<file path="src/verilog/efb_pkg.sv">
// efb_pkg: constants shared by the emergency frame builder and its queue.
// assumes nothing beyond a SystemVerilog compiler.
package efb_pkg;
   // CAN identifier bases
   localparam logic [10:0] EMCY_ID_BASE = 11'h080;
   localparam logic [10:0] GUARD_ID_BASE = 11'h700;
   // error codes
   localparam logic [15:0] CODE_SUPPLY_HIGH = 16'h3110;
   localparam logic [15:0] CODE_SUPPLY_LOW = 16'h3120;
   localparam logic [15:0] CODE_FIELD_LOW = 16'h3320;
   localparam logic [15:0] CODE_MODULE_DIAG = 16'h7000;
   localparam logic [15:0] CODE_MODULE_ERR = 16'h7010;
   localparam logic [15:0] CODE_DIAG_CHANGE = 16'h7011;
   localparam logic [15:0] CODE_LIST_ADAPT = 16'h707A;
   localparam logic [15:0] CODE_LIST_INCOMPAT = 16'h707D;
   localparam logic [15:0] CODE_LIST_EXPAND = 16'h707E;
   localparam logic [15:0] CODE_LIST_REMOVED = 16'h707F;
   localparam logic [15:0] CODE_COMM = 16'h8100;
   localparam logic [15:0] CODE_GUARD_FAIL = 16'h8130;
   localparam logic [15:0] CODE_BUS_OFF_LEFT = 16'h8140;
   localparam logic [15:0] CODE_FORCED = 16'h9009;
   // error register bits
   localparam int ERR_GENERIC_BIT = 0;
   localparam int ERR_CURRENT_BIT = 1;
   localparam int ERR_VOLTAGE_BIT = 2;
   localparam int ERR_COMM_BIT = 4;
   localparam int ERR_MANUF_BIT = 7;
   // byte 3 values for code 8100, and the boot-up data byte
   localparam logic [7:0] COMM_WARNING = 8'h02;
   localparam logic [7:0] COMM_TX_TIMEOUT = 8'h03;
   localparam logic [7:0] BOOTUP_BYTE = 8'h00;
   // frame lengths
   localparam logic [3:0] EMCY_DLC = 4'h8;
   localparam logic [3:0] BOOT_DLC = 4'h1;
   // event source numbers, also the fixed scan order
   localparam int SRC_COUNT = 14;
   localparam int SRC_SUPPLY_HIGH = 0;
   localparam int SRC_SUPPLY_LOW = 1;
   localparam int SRC_FIELD_LOW = 2;
   localparam int SRC_MODULE_DIAG = 3;
   localparam int SRC_MODULE_ERR = 4;
   localparam int SRC_DIAG_CHANGE = 5;
   localparam int SRC_LIST_ADAPT = 6;
   localparam int SRC_LIST_INCOMPAT = 7;
   localparam int SRC_LIST_EXPAND = 8;
   localparam int SRC_LIST_REMOVED = 9;
   localparam int SRC_WARNING = 10;
   localparam int SRC_TX_TIMEOUT = 11;
   localparam int SRC_GUARD_FAIL = 12;
   localparam int SRC_BUS_OFF_LEFT = 13;
   localparam int SRC_FORCED = 14;
   localparam int SRC_TOTAL = 15;
   // queue default depth
   localparam int QUEUE_DEPTH = 8;
   localparam int FRAME_BITS = 64;
endpackage

</file>
<file path="src/verilog/efb_builder.sv">
// efb_builder: latches error events, builds emergency frames, sends boot-up.
// assumes a CAN controller that takes one frame on tx_valid_out && tx_ready_in;
// event inputs come from logic on clk_in and are held until taken, details valid with them.
`timescale 1ns/1ps
// Functional notes
// - emergency identifier is 128 plus node identifier.
// - bytes 0-1 code, byte 2 error register, rest additional info.
// - error register bits: 0 generic, 1 current, 2 voltage, 4 comm, 7 maker.
// - frames are sent unprompted as soon as a condition arises.
// - supply overvoltage sends 3110, bit 2, byte 4 channel.
// - supply undervoltage sends 3120, bit 2, module and channel.
// - gateway-own voltage errors report module and channel as zero.
// - field undervoltage sends 3320, bit 2, module and channel.
// - module diagnostics send 7000, bit 7, module, channel, flags.
// - general module error sends 7010, bits 0 and 7, module.
// - counter diagnostic change sends 7011, bits 0 and 7, module.
// - module list changes send 707A, 707D, 707E or 707F, bit 7, module.
// - 8100 with byte 3 of 2 or 3; 8130 for guard failure.
// - leaving bus-off sends 8140, bit 4, other bytes zero.
// - forced-output mode sends 9009, bit 7, other bytes zero.
// - bytes 6 and 7 zero except single-wire 7000.
// - unused additional bytes are zero.
// - single-wire 7000 carries diag bytes 0,1 and two OR groups.
// - after initialization one boot-up frame with one zero byte.
module efb_builder #(
   parameter int DEPTH = efb_pkg::QUEUE_DEPTH
) (
   input wire logic clk_in,
   input wire logic resetn_in,
   input wire logic [6:0] node_id_in,
   input wire logic init_done_in,
   input wire logic ev_supply_high_in,
   input wire logic ev_supply_low_in,
   input wire logic ev_field_low_in,
   input wire logic ev_module_diag_in,
   input wire logic ev_module_err_in,
   input wire logic ev_diag_change_in,
   input wire logic ev_list_adapt_in,
   input wire logic ev_list_incompat_in,
   input wire logic ev_list_expand_in,
   input wire logic ev_list_removed_in,
   input wire logic ev_can_warning_in,
   input wire logic ev_tx_timeout_in,
   input wire logic ev_guard_fail_in,
   input wire logic ev_bus_off_left_in,
   input wire logic forced_output_mode_in,
   input wire logic gateway_source_in,
   input wire logic single_wire_in,
   input wire logic [7:0] module_in,
   input wire logic [7:0] channel_in,
   input wire logic [63:0] diag_in,
   output logic ev_ready_out,
   output logic tx_valid_out,
   input wire logic tx_ready_in,
   output logic [10:0] tx_id_out,
   output logic [3:0] tx_dlc_out,
   output logic [63:0] tx_data_out
);
   typedef enum logic [2:0] {
      EFB_IDLE = 3'h1,
      EFB_BOOT = 3'h2,
      EFB_EMCY = 3'h4
   } efb_state_t;

   efb_state_t state;
   logic forced_seen;
   logic forced_rise;
   logic [efb_pkg::SRC_TOTAL-1:0] ev_vec;
   logic any_event;
   logic [63:0] next_frame;
   logic [63:0] head;
   logic q_full;
   logic q_empty;
   logic q_pop;
   logic [15:0] code;
   logic [7:0] err_reg;
   logic [7:0] b3;
   logic [7:0] b4;
   logic [7:0] b5;
   logic [7:0] b6;
   logic [7:0] b7;
   logic [7:0] gw_module;
   logic [7:0] gw_channel;

   // forced mode is a level; only its activation raises a frame. the level is
   // not taken while a higher source wins the cycle, so the activation stays
   // pending instead of being swallowed
   always_ff @(posedge clk_in or negedge resetn_in) begin
      if (!resetn_in) begin
         forced_seen <= 1'b0;
      end else if (ev_ready_out && !(|ev_vec[efb_pkg::SRC_FORCED-1:0])) begin
         forced_seen <= forced_output_mode_in;
      end else if (!forced_output_mode_in) begin
         forced_seen <= 1'b0;
      end
   end
   assign forced_rise = forced_output_mode_in && !forced_seen;

   assign ev_vec = {forced_rise, ev_bus_off_left_in, ev_guard_fail_in, ev_tx_timeout_in,
                    ev_can_warning_in, ev_list_removed_in, ev_list_expand_in,
                    ev_list_incompat_in, ev_list_adapt_in, ev_diag_change_in,
                    ev_module_err_in, ev_module_diag_in, ev_field_low_in,
                    ev_supply_low_in, ev_supply_high_in};
   assign any_event = |ev_vec;
   // the source must hold its event while ready is low, so nothing is lost
   assign ev_ready_out = !q_full;

   // gateway-own voltage faults carry no module or channel number
   assign gw_module = gateway_source_in ? 8'h00 : module_in;
   assign gw_channel = gateway_source_in ? 8'h00 : channel_in;

   // one event per cycle; lowest source number wins if two coincide, the
   // other is expected to be presented again the following cycle
   always_comb begin
      code = 16'h0000;
      err_reg = 8'h00;
      b3 = 8'h00;
      b4 = 8'h00;
      b5 = 8'h00;
      b6 = 8'h00;
      b7 = 8'h00;
      if (ev_vec[efb_pkg::SRC_SUPPLY_HIGH]) begin
         code = efb_pkg::CODE_SUPPLY_HIGH;
         err_reg[efb_pkg::ERR_VOLTAGE_BIT] = 1'b1;
         b4 = gw_channel;
      end else if (ev_vec[efb_pkg::SRC_SUPPLY_LOW]) begin
         code = efb_pkg::CODE_SUPPLY_LOW;
         err_reg[efb_pkg::ERR_VOLTAGE_BIT] = 1'b1;
         b3 = gw_module;
         b4 = gw_channel;
      end else if (ev_vec[efb_pkg::SRC_FIELD_LOW]) begin
         code = efb_pkg::CODE_FIELD_LOW;
         err_reg[efb_pkg::ERR_VOLTAGE_BIT] = 1'b1;
         b3 = gw_module;
         b4 = gw_channel;
      end else if (ev_vec[efb_pkg::SRC_MODULE_DIAG]) begin
         code = efb_pkg::CODE_MODULE_DIAG;
         err_reg[efb_pkg::ERR_MANUF_BIT] = 1'b1;
         b3 = module_in;
         if (single_wire_in) begin
            b4 = diag_in[7:0];
            b5 = diag_in[15:8];
            b6 = diag_in[23:16] | diag_in[39:32] | diag_in[55:48];
            b7 = diag_in[31:24] | diag_in[47:40] | diag_in[63:56];
         end else begin
            b4 = channel_in;
            b5 = diag_in[7:0];
         end
      end else if (ev_vec[efb_pkg::SRC_MODULE_ERR]) begin
         code = efb_pkg::CODE_MODULE_ERR;
         err_reg[efb_pkg::ERR_GENERIC_BIT] = 1'b1;
         err_reg[efb_pkg::ERR_MANUF_BIT] = 1'b1;
         b3 = module_in;
      end else if (ev_vec[efb_pkg::SRC_DIAG_CHANGE]) begin
         code = efb_pkg::CODE_DIAG_CHANGE;
         err_reg[efb_pkg::ERR_GENERIC_BIT] = 1'b1;
         err_reg[efb_pkg::ERR_MANUF_BIT] = 1'b1;
         b3 = module_in;
      end else if (|ev_vec[efb_pkg::SRC_LIST_REMOVED:efb_pkg::SRC_LIST_ADAPT]) begin
         if (ev_vec[efb_pkg::SRC_LIST_ADAPT]) begin
            code = efb_pkg::CODE_LIST_ADAPT;
         end else if (ev_vec[efb_pkg::SRC_LIST_INCOMPAT]) begin
            code = efb_pkg::CODE_LIST_INCOMPAT;
         end else if (ev_vec[efb_pkg::SRC_LIST_EXPAND]) begin
            code = efb_pkg::CODE_LIST_EXPAND;
         end else begin
            code = efb_pkg::CODE_LIST_REMOVED;
         end
         err_reg[efb_pkg::ERR_MANUF_BIT] = 1'b1;
         b3 = module_in;
      end else if (ev_vec[efb_pkg::SRC_WARNING] || ev_vec[efb_pkg::SRC_TX_TIMEOUT]) begin
         code = efb_pkg::CODE_COMM;
         err_reg[efb_pkg::ERR_COMM_BIT] = 1'b1;
         b3 = ev_vec[efb_pkg::SRC_WARNING] ? efb_pkg::COMM_WARNING : efb_pkg::COMM_TX_TIMEOUT;
      end else if (ev_vec[efb_pkg::SRC_GUARD_FAIL]) begin
         code = efb_pkg::CODE_GUARD_FAIL;
         err_reg[efb_pkg::ERR_COMM_BIT] = 1'b1;
      end else if (ev_vec[efb_pkg::SRC_BUS_OFF_LEFT]) begin
         code = efb_pkg::CODE_BUS_OFF_LEFT;
         err_reg[efb_pkg::ERR_COMM_BIT] = 1'b1;
      end else if (ev_vec[efb_pkg::SRC_FORCED]) begin
         code = efb_pkg::CODE_FORCED;
         err_reg[efb_pkg::ERR_MANUF_BIT] = 1'b1;
      end
      // byte 0 in the low lane; code is sent low byte first as on CAN
      next_frame = {b7, b6, b5, b4, b3, err_reg, code[15:8], code[7:0]};
   end

   // queue keeps detection order across simultaneous conditions
   efb_queue #(
      .WIDTH(efb_pkg::FRAME_BITS),
      .DEPTH(DEPTH)
   ) u_queue (
      .clk_in(clk_in),
      .resetn_in(resetn_in),
      .push_in(any_event && ev_ready_out),
      .push_data_in(next_frame),
      .pop_in(q_pop),
      .head_out(head),
      .full_out(q_full),
      .empty_out(q_empty)
   );
   assign q_pop = (state == EFB_EMCY) && tx_ready_in;

   // sequencer: boot-up once per initialization, then emergencies unprompted
   always_ff @(posedge clk_in or negedge resetn_in) begin
      if (!resetn_in) begin
         state <= EFB_BOOT;
      end else begin
         case (state)
            EFB_BOOT: begin
               if (init_done_in && tx_ready_in) begin
                  state <= EFB_IDLE;
               end
            end
            EFB_IDLE: begin
               if (!q_empty) begin
                  state <= EFB_EMCY;
               end
            end
            EFB_EMCY: begin
               if (tx_ready_in) begin
                  state <= EFB_IDLE;
               end
            end
            default: begin
               state <= EFB_IDLE;
            end
         endcase
      end
   end

   // handshake is combinational; emergency data comes from the queue store, id and length are computed
   assign tx_valid_out = ((state == EFB_BOOT) && init_done_in) || (state == EFB_EMCY);
   always_comb begin
      if (state == EFB_BOOT) begin
         tx_id_out = 11'(efb_pkg::GUARD_ID_BASE + {4'h0, node_id_in});
         tx_dlc_out = efb_pkg::BOOT_DLC;
         tx_data_out = {56'h0, efb_pkg::BOOTUP_BYTE};
      end else begin
         tx_id_out = 11'(efb_pkg::EMCY_ID_BASE + {4'h0, node_id_in});
         tx_dlc_out = efb_pkg::EMCY_DLC;
         tx_data_out = (state == EFB_EMCY) ? head : 64'h0;
      end
   end
endmodule

</file>
<file path="src/verilog/efb_queue.sv">
// efb_queue: small flip-flop fifo of assembled emergency payloads.
// assumes one clock; writer checks full, reader checks empty.
`timescale 1ns/1ps
module efb_queue #(
   parameter int WIDTH = 64,
   parameter int DEPTH = 8
) (
   input wire logic clk_in,
   input wire logic resetn_in,
   input wire logic push_in,
   input wire logic [WIDTH-1:0] push_data_in,
   input wire logic pop_in,
   output logic [WIDTH-1:0] head_out,
   output logic full_out,
   output logic empty_out
);
   localparam int AW = $clog2(DEPTH);
   logic [WIDTH-1:0] store [DEPTH];
   logic [AW-1:0] wr_ptr;
   logic [AW-1:0] rd_ptr;
   logic [AW:0] count;
   logic do_push;
   logic do_pop;

   // pushes into a full queue are dropped, so the writer must hold until room
   assign do_push = push_in && !full_out;
   assign do_pop = pop_in && (count != '0);
   assign full_out = (count == (AW+1)'(DEPTH));
   assign empty_out = (count == '0);
   assign head_out = store[rd_ptr];

   // storage write
   always_ff @(posedge clk_in) begin
      if (do_push) begin
         store[wr_ptr] <= push_data_in;
      end
   end

   // pointers and fill count
   always_ff @(posedge clk_in or negedge resetn_in) begin
      if (!resetn_in) begin
         wr_ptr <= '0;
         rd_ptr <= '0;
         count <= '0;
      end else begin
         if (do_push) begin
            wr_ptr <= (wr_ptr == AW'(DEPTH - 1)) ? '0 : AW'(wr_ptr + 1'b1);
         end
         if (do_pop) begin
            rd_ptr <= (rd_ptr == AW'(DEPTH - 1)) ? '0 : AW'(rd_ptr + 1'b1);
         end
         if (do_push && !do_pop) begin
            count <= (AW+1)'(count + 1'b1);
         end else if (do_pop && !do_push) begin
            count <= (AW+1)'(count - 1'b1);
         end
      end
   end
endmodule

</file>
<file path="config.mk">
export PLATFORM = sky130hd
export DESIGN_NAME = efb_builder
export DESIGN_NICKNAME = d
export VERILOG_FILES = /design/src/verilog/efb_pkg.sv /design/src/verilog/efb_builder.sv /design/src/verilog/efb_queue.sv
export SDC_FILE = /design/constraint.sdc
export NUM_CORES = 1
export LEC_CHECK = 0
export BUFFER_PORTS_ARGS = -buffer_cell sky130_fd_sc_hd__buf_2
export CORE_UTILIZATION = 59
export CTS_CLUSTER_SIZE = 14
export DETAILED_ROUTE_END_ITERATION = 12
export GPL_TIMING_DRIVEN = 0
export PLACE_DENSITY = 0.8
export SLEW_MARGIN = 20
export SYNTH_ARGS = -nofsm -noshare
export SYNTH_HDL_FRONTEND = slang
export SYNTH_SLANG_ARGS = --single-unit
</file>
<file path="constraint.sdc">
create_clock -name clk_in -period 8.6 [get_ports clk_in]
set_input_delay 1.29 -clock clk_in [delete_from_list [all_inputs] [get_ports clk_in]]
set_output_delay 1.29 -clock clk_in [all_outputs]
set_load 0.01 [all_outputs]
</file>
[Word-level counts from Yosys, hierarchy flattened]
Memory sizes are Yosys's and may differ from the RTL's.
Cells that the tools add are included.
Operators by class
  add/sub/neg operators: 6
  equality and inequality tests: 10
  multiplexer cells: 91
  bitwise gates (word level): 4
  reduce and logical (&&, ||, !) cells: 24
Operator list (count)
  2-to-1 mux 8 bit: 29
  2-to-1 mux 16 bit: 11
  2-to-1 mux 64 bit: 2
  2-to-1 mux 1 bit: 36
  OR 8 bit: 4
  2-to-1 mux 3 bit: 6
  OR reduction 15 bit: 1
  OR reduction 14 bit: 1
  2-to-1 mux 4 bit: 3
  2-to-1 mux 11 bit: 1
  adder 9 x 8 -> 10 bit (first input constant): 1
  logical AND 1 bit: 10
  adder 8 x 7 -> 9 bit (first input constant): 1
  equality test 3 bit (second input constant): 3
  case mux 3 bit (3 select lines): 1
  adder 3 x 1 -> 3 bit (second input constant): 2
  != test 2 bit (second input constant): 3
  logical NOT 1 bit: 5
  adder 4 x 1 -> 4 bit (second input constant): 1
  equality test 4 bit (second input constant): 1
  logical NOT 4 bit: 1
  2-to-1 mux 2 bit: 2
  nonzero test 4 bit: 1
  OR reduction 4 bit: 1
  other kinds (7): 8
Storage, ports and cells
  flip-flop bits (word level): 14
  bits in writable memories: 480
  bits of input ports: 108
  output and inout port bits: 81
  logic and storage cells: 141
  memories: 1
Memory list
  u_queue.store: words 8, width 60, rd ports 1, clocked after Yosys merged registers in 0, wr ports 1, RTL line efb_queue.sv:18  | logic [WIDTH-1:0] store [DEPTH];

[Longest topological paths before layout]
  depth after elaboration: 13
  mapped depth: 13
  depth with buffers taken out: 11

[Modules after synthesis]
Synthesis repeated with hierarchy kept, for this count alone.
Second synthesis, totals
  cells, all modules: 1050
  area total of the unflattened synthesis: 21464.3 um2
By module, submodules not included
  efb_queue: instances 1, cells each 807, area each 19879.1 um2, sequential area each 15625.0 um2
  efb_builder: instances 1, cells each 243, area each 1585.3 um2, sequential area each 101.3 um2

[Worst setup path before layout]
Ideal clock, no wire load.
  path kind: input-to-reg
  start: input ev_supply_high_in
  end: memory u_queue.store[0][0] in the netlist's numbering, enable pin
  library setup time: 0.612 ns
  data arrival time: 7.430 ns
  required time: 7.988 ns
  slack: 0.557 ns
  stages on the path: 6
  path buffers: 2
  path through: clkbuf_1 > or4_4 > or4_4 > buf_6 > o21ai_4 > nor4_1
Between the ends
  word-level cells in the longest chain between the ends: 5
RTL lines
  start, declared: RTL line efb_builder.sv:32  | input wire logic ev_supply_high_in,
  OR reduction 15 bit: RTL line efb_builder.sv:104  | assign any_event = |ev_vec;
  logical AND 1 bit: RTL line efb_builder.sv:196  | .push_in(any_event && ev_ready_out),
  logical AND 1 bit: RTL line efb_queue.sv:26  | assign do_push = push_in && !full_out;
  2-to-1 mux 1 bit: RTL line efb_queue.sv:34  | if (do_push) begin
  2-to-1 mux 1 bit (not written as such): RTL line efb_queue.sv:35  | store[wr_ptr] <= push_data_in;
  end, declared: RTL line efb_queue.sv:18
No other way between the ends.

[Worst setup path after layout]
  start: register u_queue.rd_ptr[1]
  end: output tx_data_out[35]
Between the ends
  word-level cells in the longest chain between the ends: 3
RTL lines
  start, declared: RTL line efb_queue.sv:20  | logic [AW-1:0] rd_ptr;
  start signal, assigned: RTL line efb_queue.sv:50  | rd_ptr <= (rd_ptr == AW'(DEPTH - 1)) ? '0 : AW'(rd_ptr + 1'b1);
  memory (8 x 60 bit)
  2-to-1 mux 64 bit: RTL line efb_builder.sv:243  | tx_data_out = (state == EFB_EMCY) ? head : 64'h0;
  2-to-1 mux 64 bit: RTL line efb_builder.sv:236  | if (state == EFB_BOOT) begin
  end, declared: RTL line efb_builder.sv:57  | output logic [63:0] tx_data_out
No other way between the ends.

==> results.sh <==
export IMPL_status="finished clean"
export IMPL_setup_tns_ns=0
export IMPL_routed_wl_um=42300
export IMPL_post_cts_repair_setup_buffers=0
export IMPL_globalplace_congestion=0.773
export IMPL_start_util_pct=60.1
export IMPL_yosys_area_share_simple_pct=4.26
export IMPL_p_leak_nw=7.81
export IMPL_cap_violations=0
export IMPL_place_inst=1591
export IMPL_avgRoutedWirePerCell_um=25.4
export IMPL_cts_buffer_depth=3
export IMPL_syn_avg_cell_area_um2=19.8
export IMPL_h_tree_depth=2
export IMPL_critPathArrivalTime_ns=3.52
export IMPL_start_kind="register"
export IMPL_cts_tree="done"
export IMPL_peakVddDrop_mv=0.216
export IMPL_ys_flop_type="edfxtp_1"
export IMPL_syn_to_final_growth_pct=17.6
export IMPL_grt_max_degree=21
export IMPL_io_pins=189
export IMPL_hold_violations=0
export IMPL_fin_ws_ns=3.79
export IMPL_hold_depth=1
export IMPL_cts_made_buffers=45
export IMPL_min_from="forced_seen"
export IMPL_core_um2=31600
export IMPL_die_area_um2=32800
export IMPL_clockRootBuffer="clkbuf_16"
export IMPL_grt_pass1_vias=10600
export IMPL_min_period_ns=4.81
export IMPL_power_density_nw_per_um2=340
export IMPL_hp_class="reg2reg"
export IMPL_setup_worst_path_end="tx_data_out[35]"
export IMPL_gr_total_overflow=0
export IMPL_synth_xor_area_share_pct=0.0924
export IMPL_fin_hold_ws_ns=0.523
export IMPL_firstDrtPassIters=5
export IMPL_rsz0062_at_grt="false"
export IMPL_reg2regPathDepth=10
export IMPL_hold_buffers=0
export IMPL_yosys_area_top_type="edfxtp_1"
export IMPL_drc=0
export IMPL_synth_common_cells="456 x edfxtp_1, 114 x mux4_2, 98 x nor2_1"
export IMPL_ys_seq_elements=470
export IMPL_synth_most_common_cell="edfxtp_1"
export IMPL_critPathRequiredTime_ns=7.31
export IMPL_cts_sinks=470
export IMPL_numPortBuffers=170
export IMPL_cp_end_kind="output pin"
export IMPL_syn_inst=957
export IMPL_yosysWarningCount=0
export IMPL_synth_compound_gate_area_share_pct=1.55
export IMPL_worstPathMaxFanout=10
export IMPL_yosysTopAreaCellShare_pct=72.2
export IMPL_dp_final_hpwl_um=27900
export IMPL_async_flop_share_pct=2.98
export IMPL_clk_pin_slew_ns=0.06
export IMPL_skew_ns=0.0126
export IMPL_fin_area_um2=22300
export IMPL_synth_edff_count=456
export IMPL_yosysSeqAreaShare_pct=74.1
export IMPL_final_max_slew_violation_count=0
export IMPL_worstReg2RegStart="u_queue.count[0]"
export IMPL_place_ws_ns=3.63
export IMPL_vias=10400
export IMPL_p_total_mw=7.57
export IMPL_synth_adder_area_share_pct=0.568
export IMPL_antenna_found_initial=2
export IMPL_slew_headroom_pct=24.1
export IMPL_cts_resized_gates=0
export IMPL_layout_nets=1352
export IMPL_timing_final_crit_share_pct=56.0
export IMPL_drive_gt1_share_pct=34.9
export IMPL_die_x_um=181
export IMPL_clk_latency_ns=0.54
export IMPL_worst_pin_slew_ns=1.13
export IMPL_synth_cell_type_count=48
export IMPL_synth_area_top_cells="edfxtp_1 72%, mux4_2 14%, mux2i_1 3.5%"
export IMPL_drtIter0Drc=959
export IMPL_die_h_um=181
export IMPL_placed_area_um2=21000
export IMPL_max_freq_mhz=208
export IMPL_grt_total_usage_pct=26.8
export IMPL_row_count=65
export IMPL_vias_per_cell=6.22
export IMPL_synth_top_family_by_area="multiplexers"
export IMPL_synth_area_mux_share_pct=17.4
export IMPL_worstReg2RegEnd="u_queue.count[3]"
export IMPL_syn_area_um2=19000
export IMPL_antenna_left=0
export IMPL_critical_path_class="reg2out"
export IMPL_critPathLaunch="u_queue.rd_ptr[1]"
export IMPL_fin_cells=1668
export IMPL_grt_pass1_wl_um=63800
export IMPL_final_core_util_pct=70.6
export IMPL_rrSetupSlack_ns=5.45
export IMPL_setup_viol=0
-- critical path, stage by stage (launching register included) --
cell and delay [ns]:
dfrtp_1 0.38, clkbuf_1 0.41, clkbuf_1 0.60, clkbuf_1 0.66, mux4_2 0.42, mux2i_1 0.29
nor2_1 0.07, buf_2 0.15
-- cell families (layout without fill, tap and decap cells) --
logic type	Yosys count	count (layout)
AO/OA/AOI/OAI	42	42
XOR/XNOR	2	2
adder cells (fa/ha/maj)	8	8
buffers and inverters	76	376
flip-flops	470	470
multiplexers	185	185
other	1	10
AND/OR/NAND/NOR	173	173
-- cells in the final DEF, fill, tap and decap left out, drive strengths merged, types with 3 or more instances in the layout --
cell,Yosys,routed
a21oi,12,12
a22o,8,8
and2,7,7
buf,37,261
clkbuf,31,83
clkinv,0,20
conb,1,9
dfrtp,13,13
edfxtp,456,456
ha,7,7
inv,8,8
mux2,5,5
mux2i,66,66
mux4,114,114
nand2,12,12
nand2b,4,4
nand3b,6,6
nor2,98,98
nor3,26,26
nor3b,3,3
nor4,4,4
o21ai,8,8
or4,5,5
-- final cells by class --
cell class,instances,area [um2]
Clock inverter,24,156
Timing Repair Buffer,224,1440
Multi-Input combinational cell,419,4610
Tap cell,402,503
Buffer,68,354
Inverter,8,30.0
Antenna cell,1,2.50
Fill cell,1952,9260
Clock buffer,52,1150
Sequential cell,470,14000
-- state kept, by name (all words and copies together), names as in the netlist --
signal	cells
u_queue.wr_ptr	3
u_queue.store	456
forced_seen	1
state	3
u_queue.rd_ptr	3
u_queue.count	4
-- worst min path at each step --
stage	to	slack (ns)
finish	forced_seen	0.52
global route	forced_seen	0.55
CTS	forced_seen	0.53
detailed placement	forced_seen	0.49
global placement	forced_seen	0.48
floorplan	forced_seen	0.47
-- report_power, final --
part	internal (mW)	total (mW)	switching (mW)
Clock	1.01	1.80	0.792
Sequential	3.18	3.35	0.170
Combinational	1.07	2.42	1.34
-- per-layer routing --
layer  share of wire [%]  global-route usage (%)  vias to the layer above
met5                   0                       0                        -
met4                 3.5                    10.1                        0
met3                 7.5                    4.13                       95
met2                  50                    44.0                      556
met1                  39                    36.8                     5310
li1                    -                       -                     4415
Power figures use the tool's default switching activity.
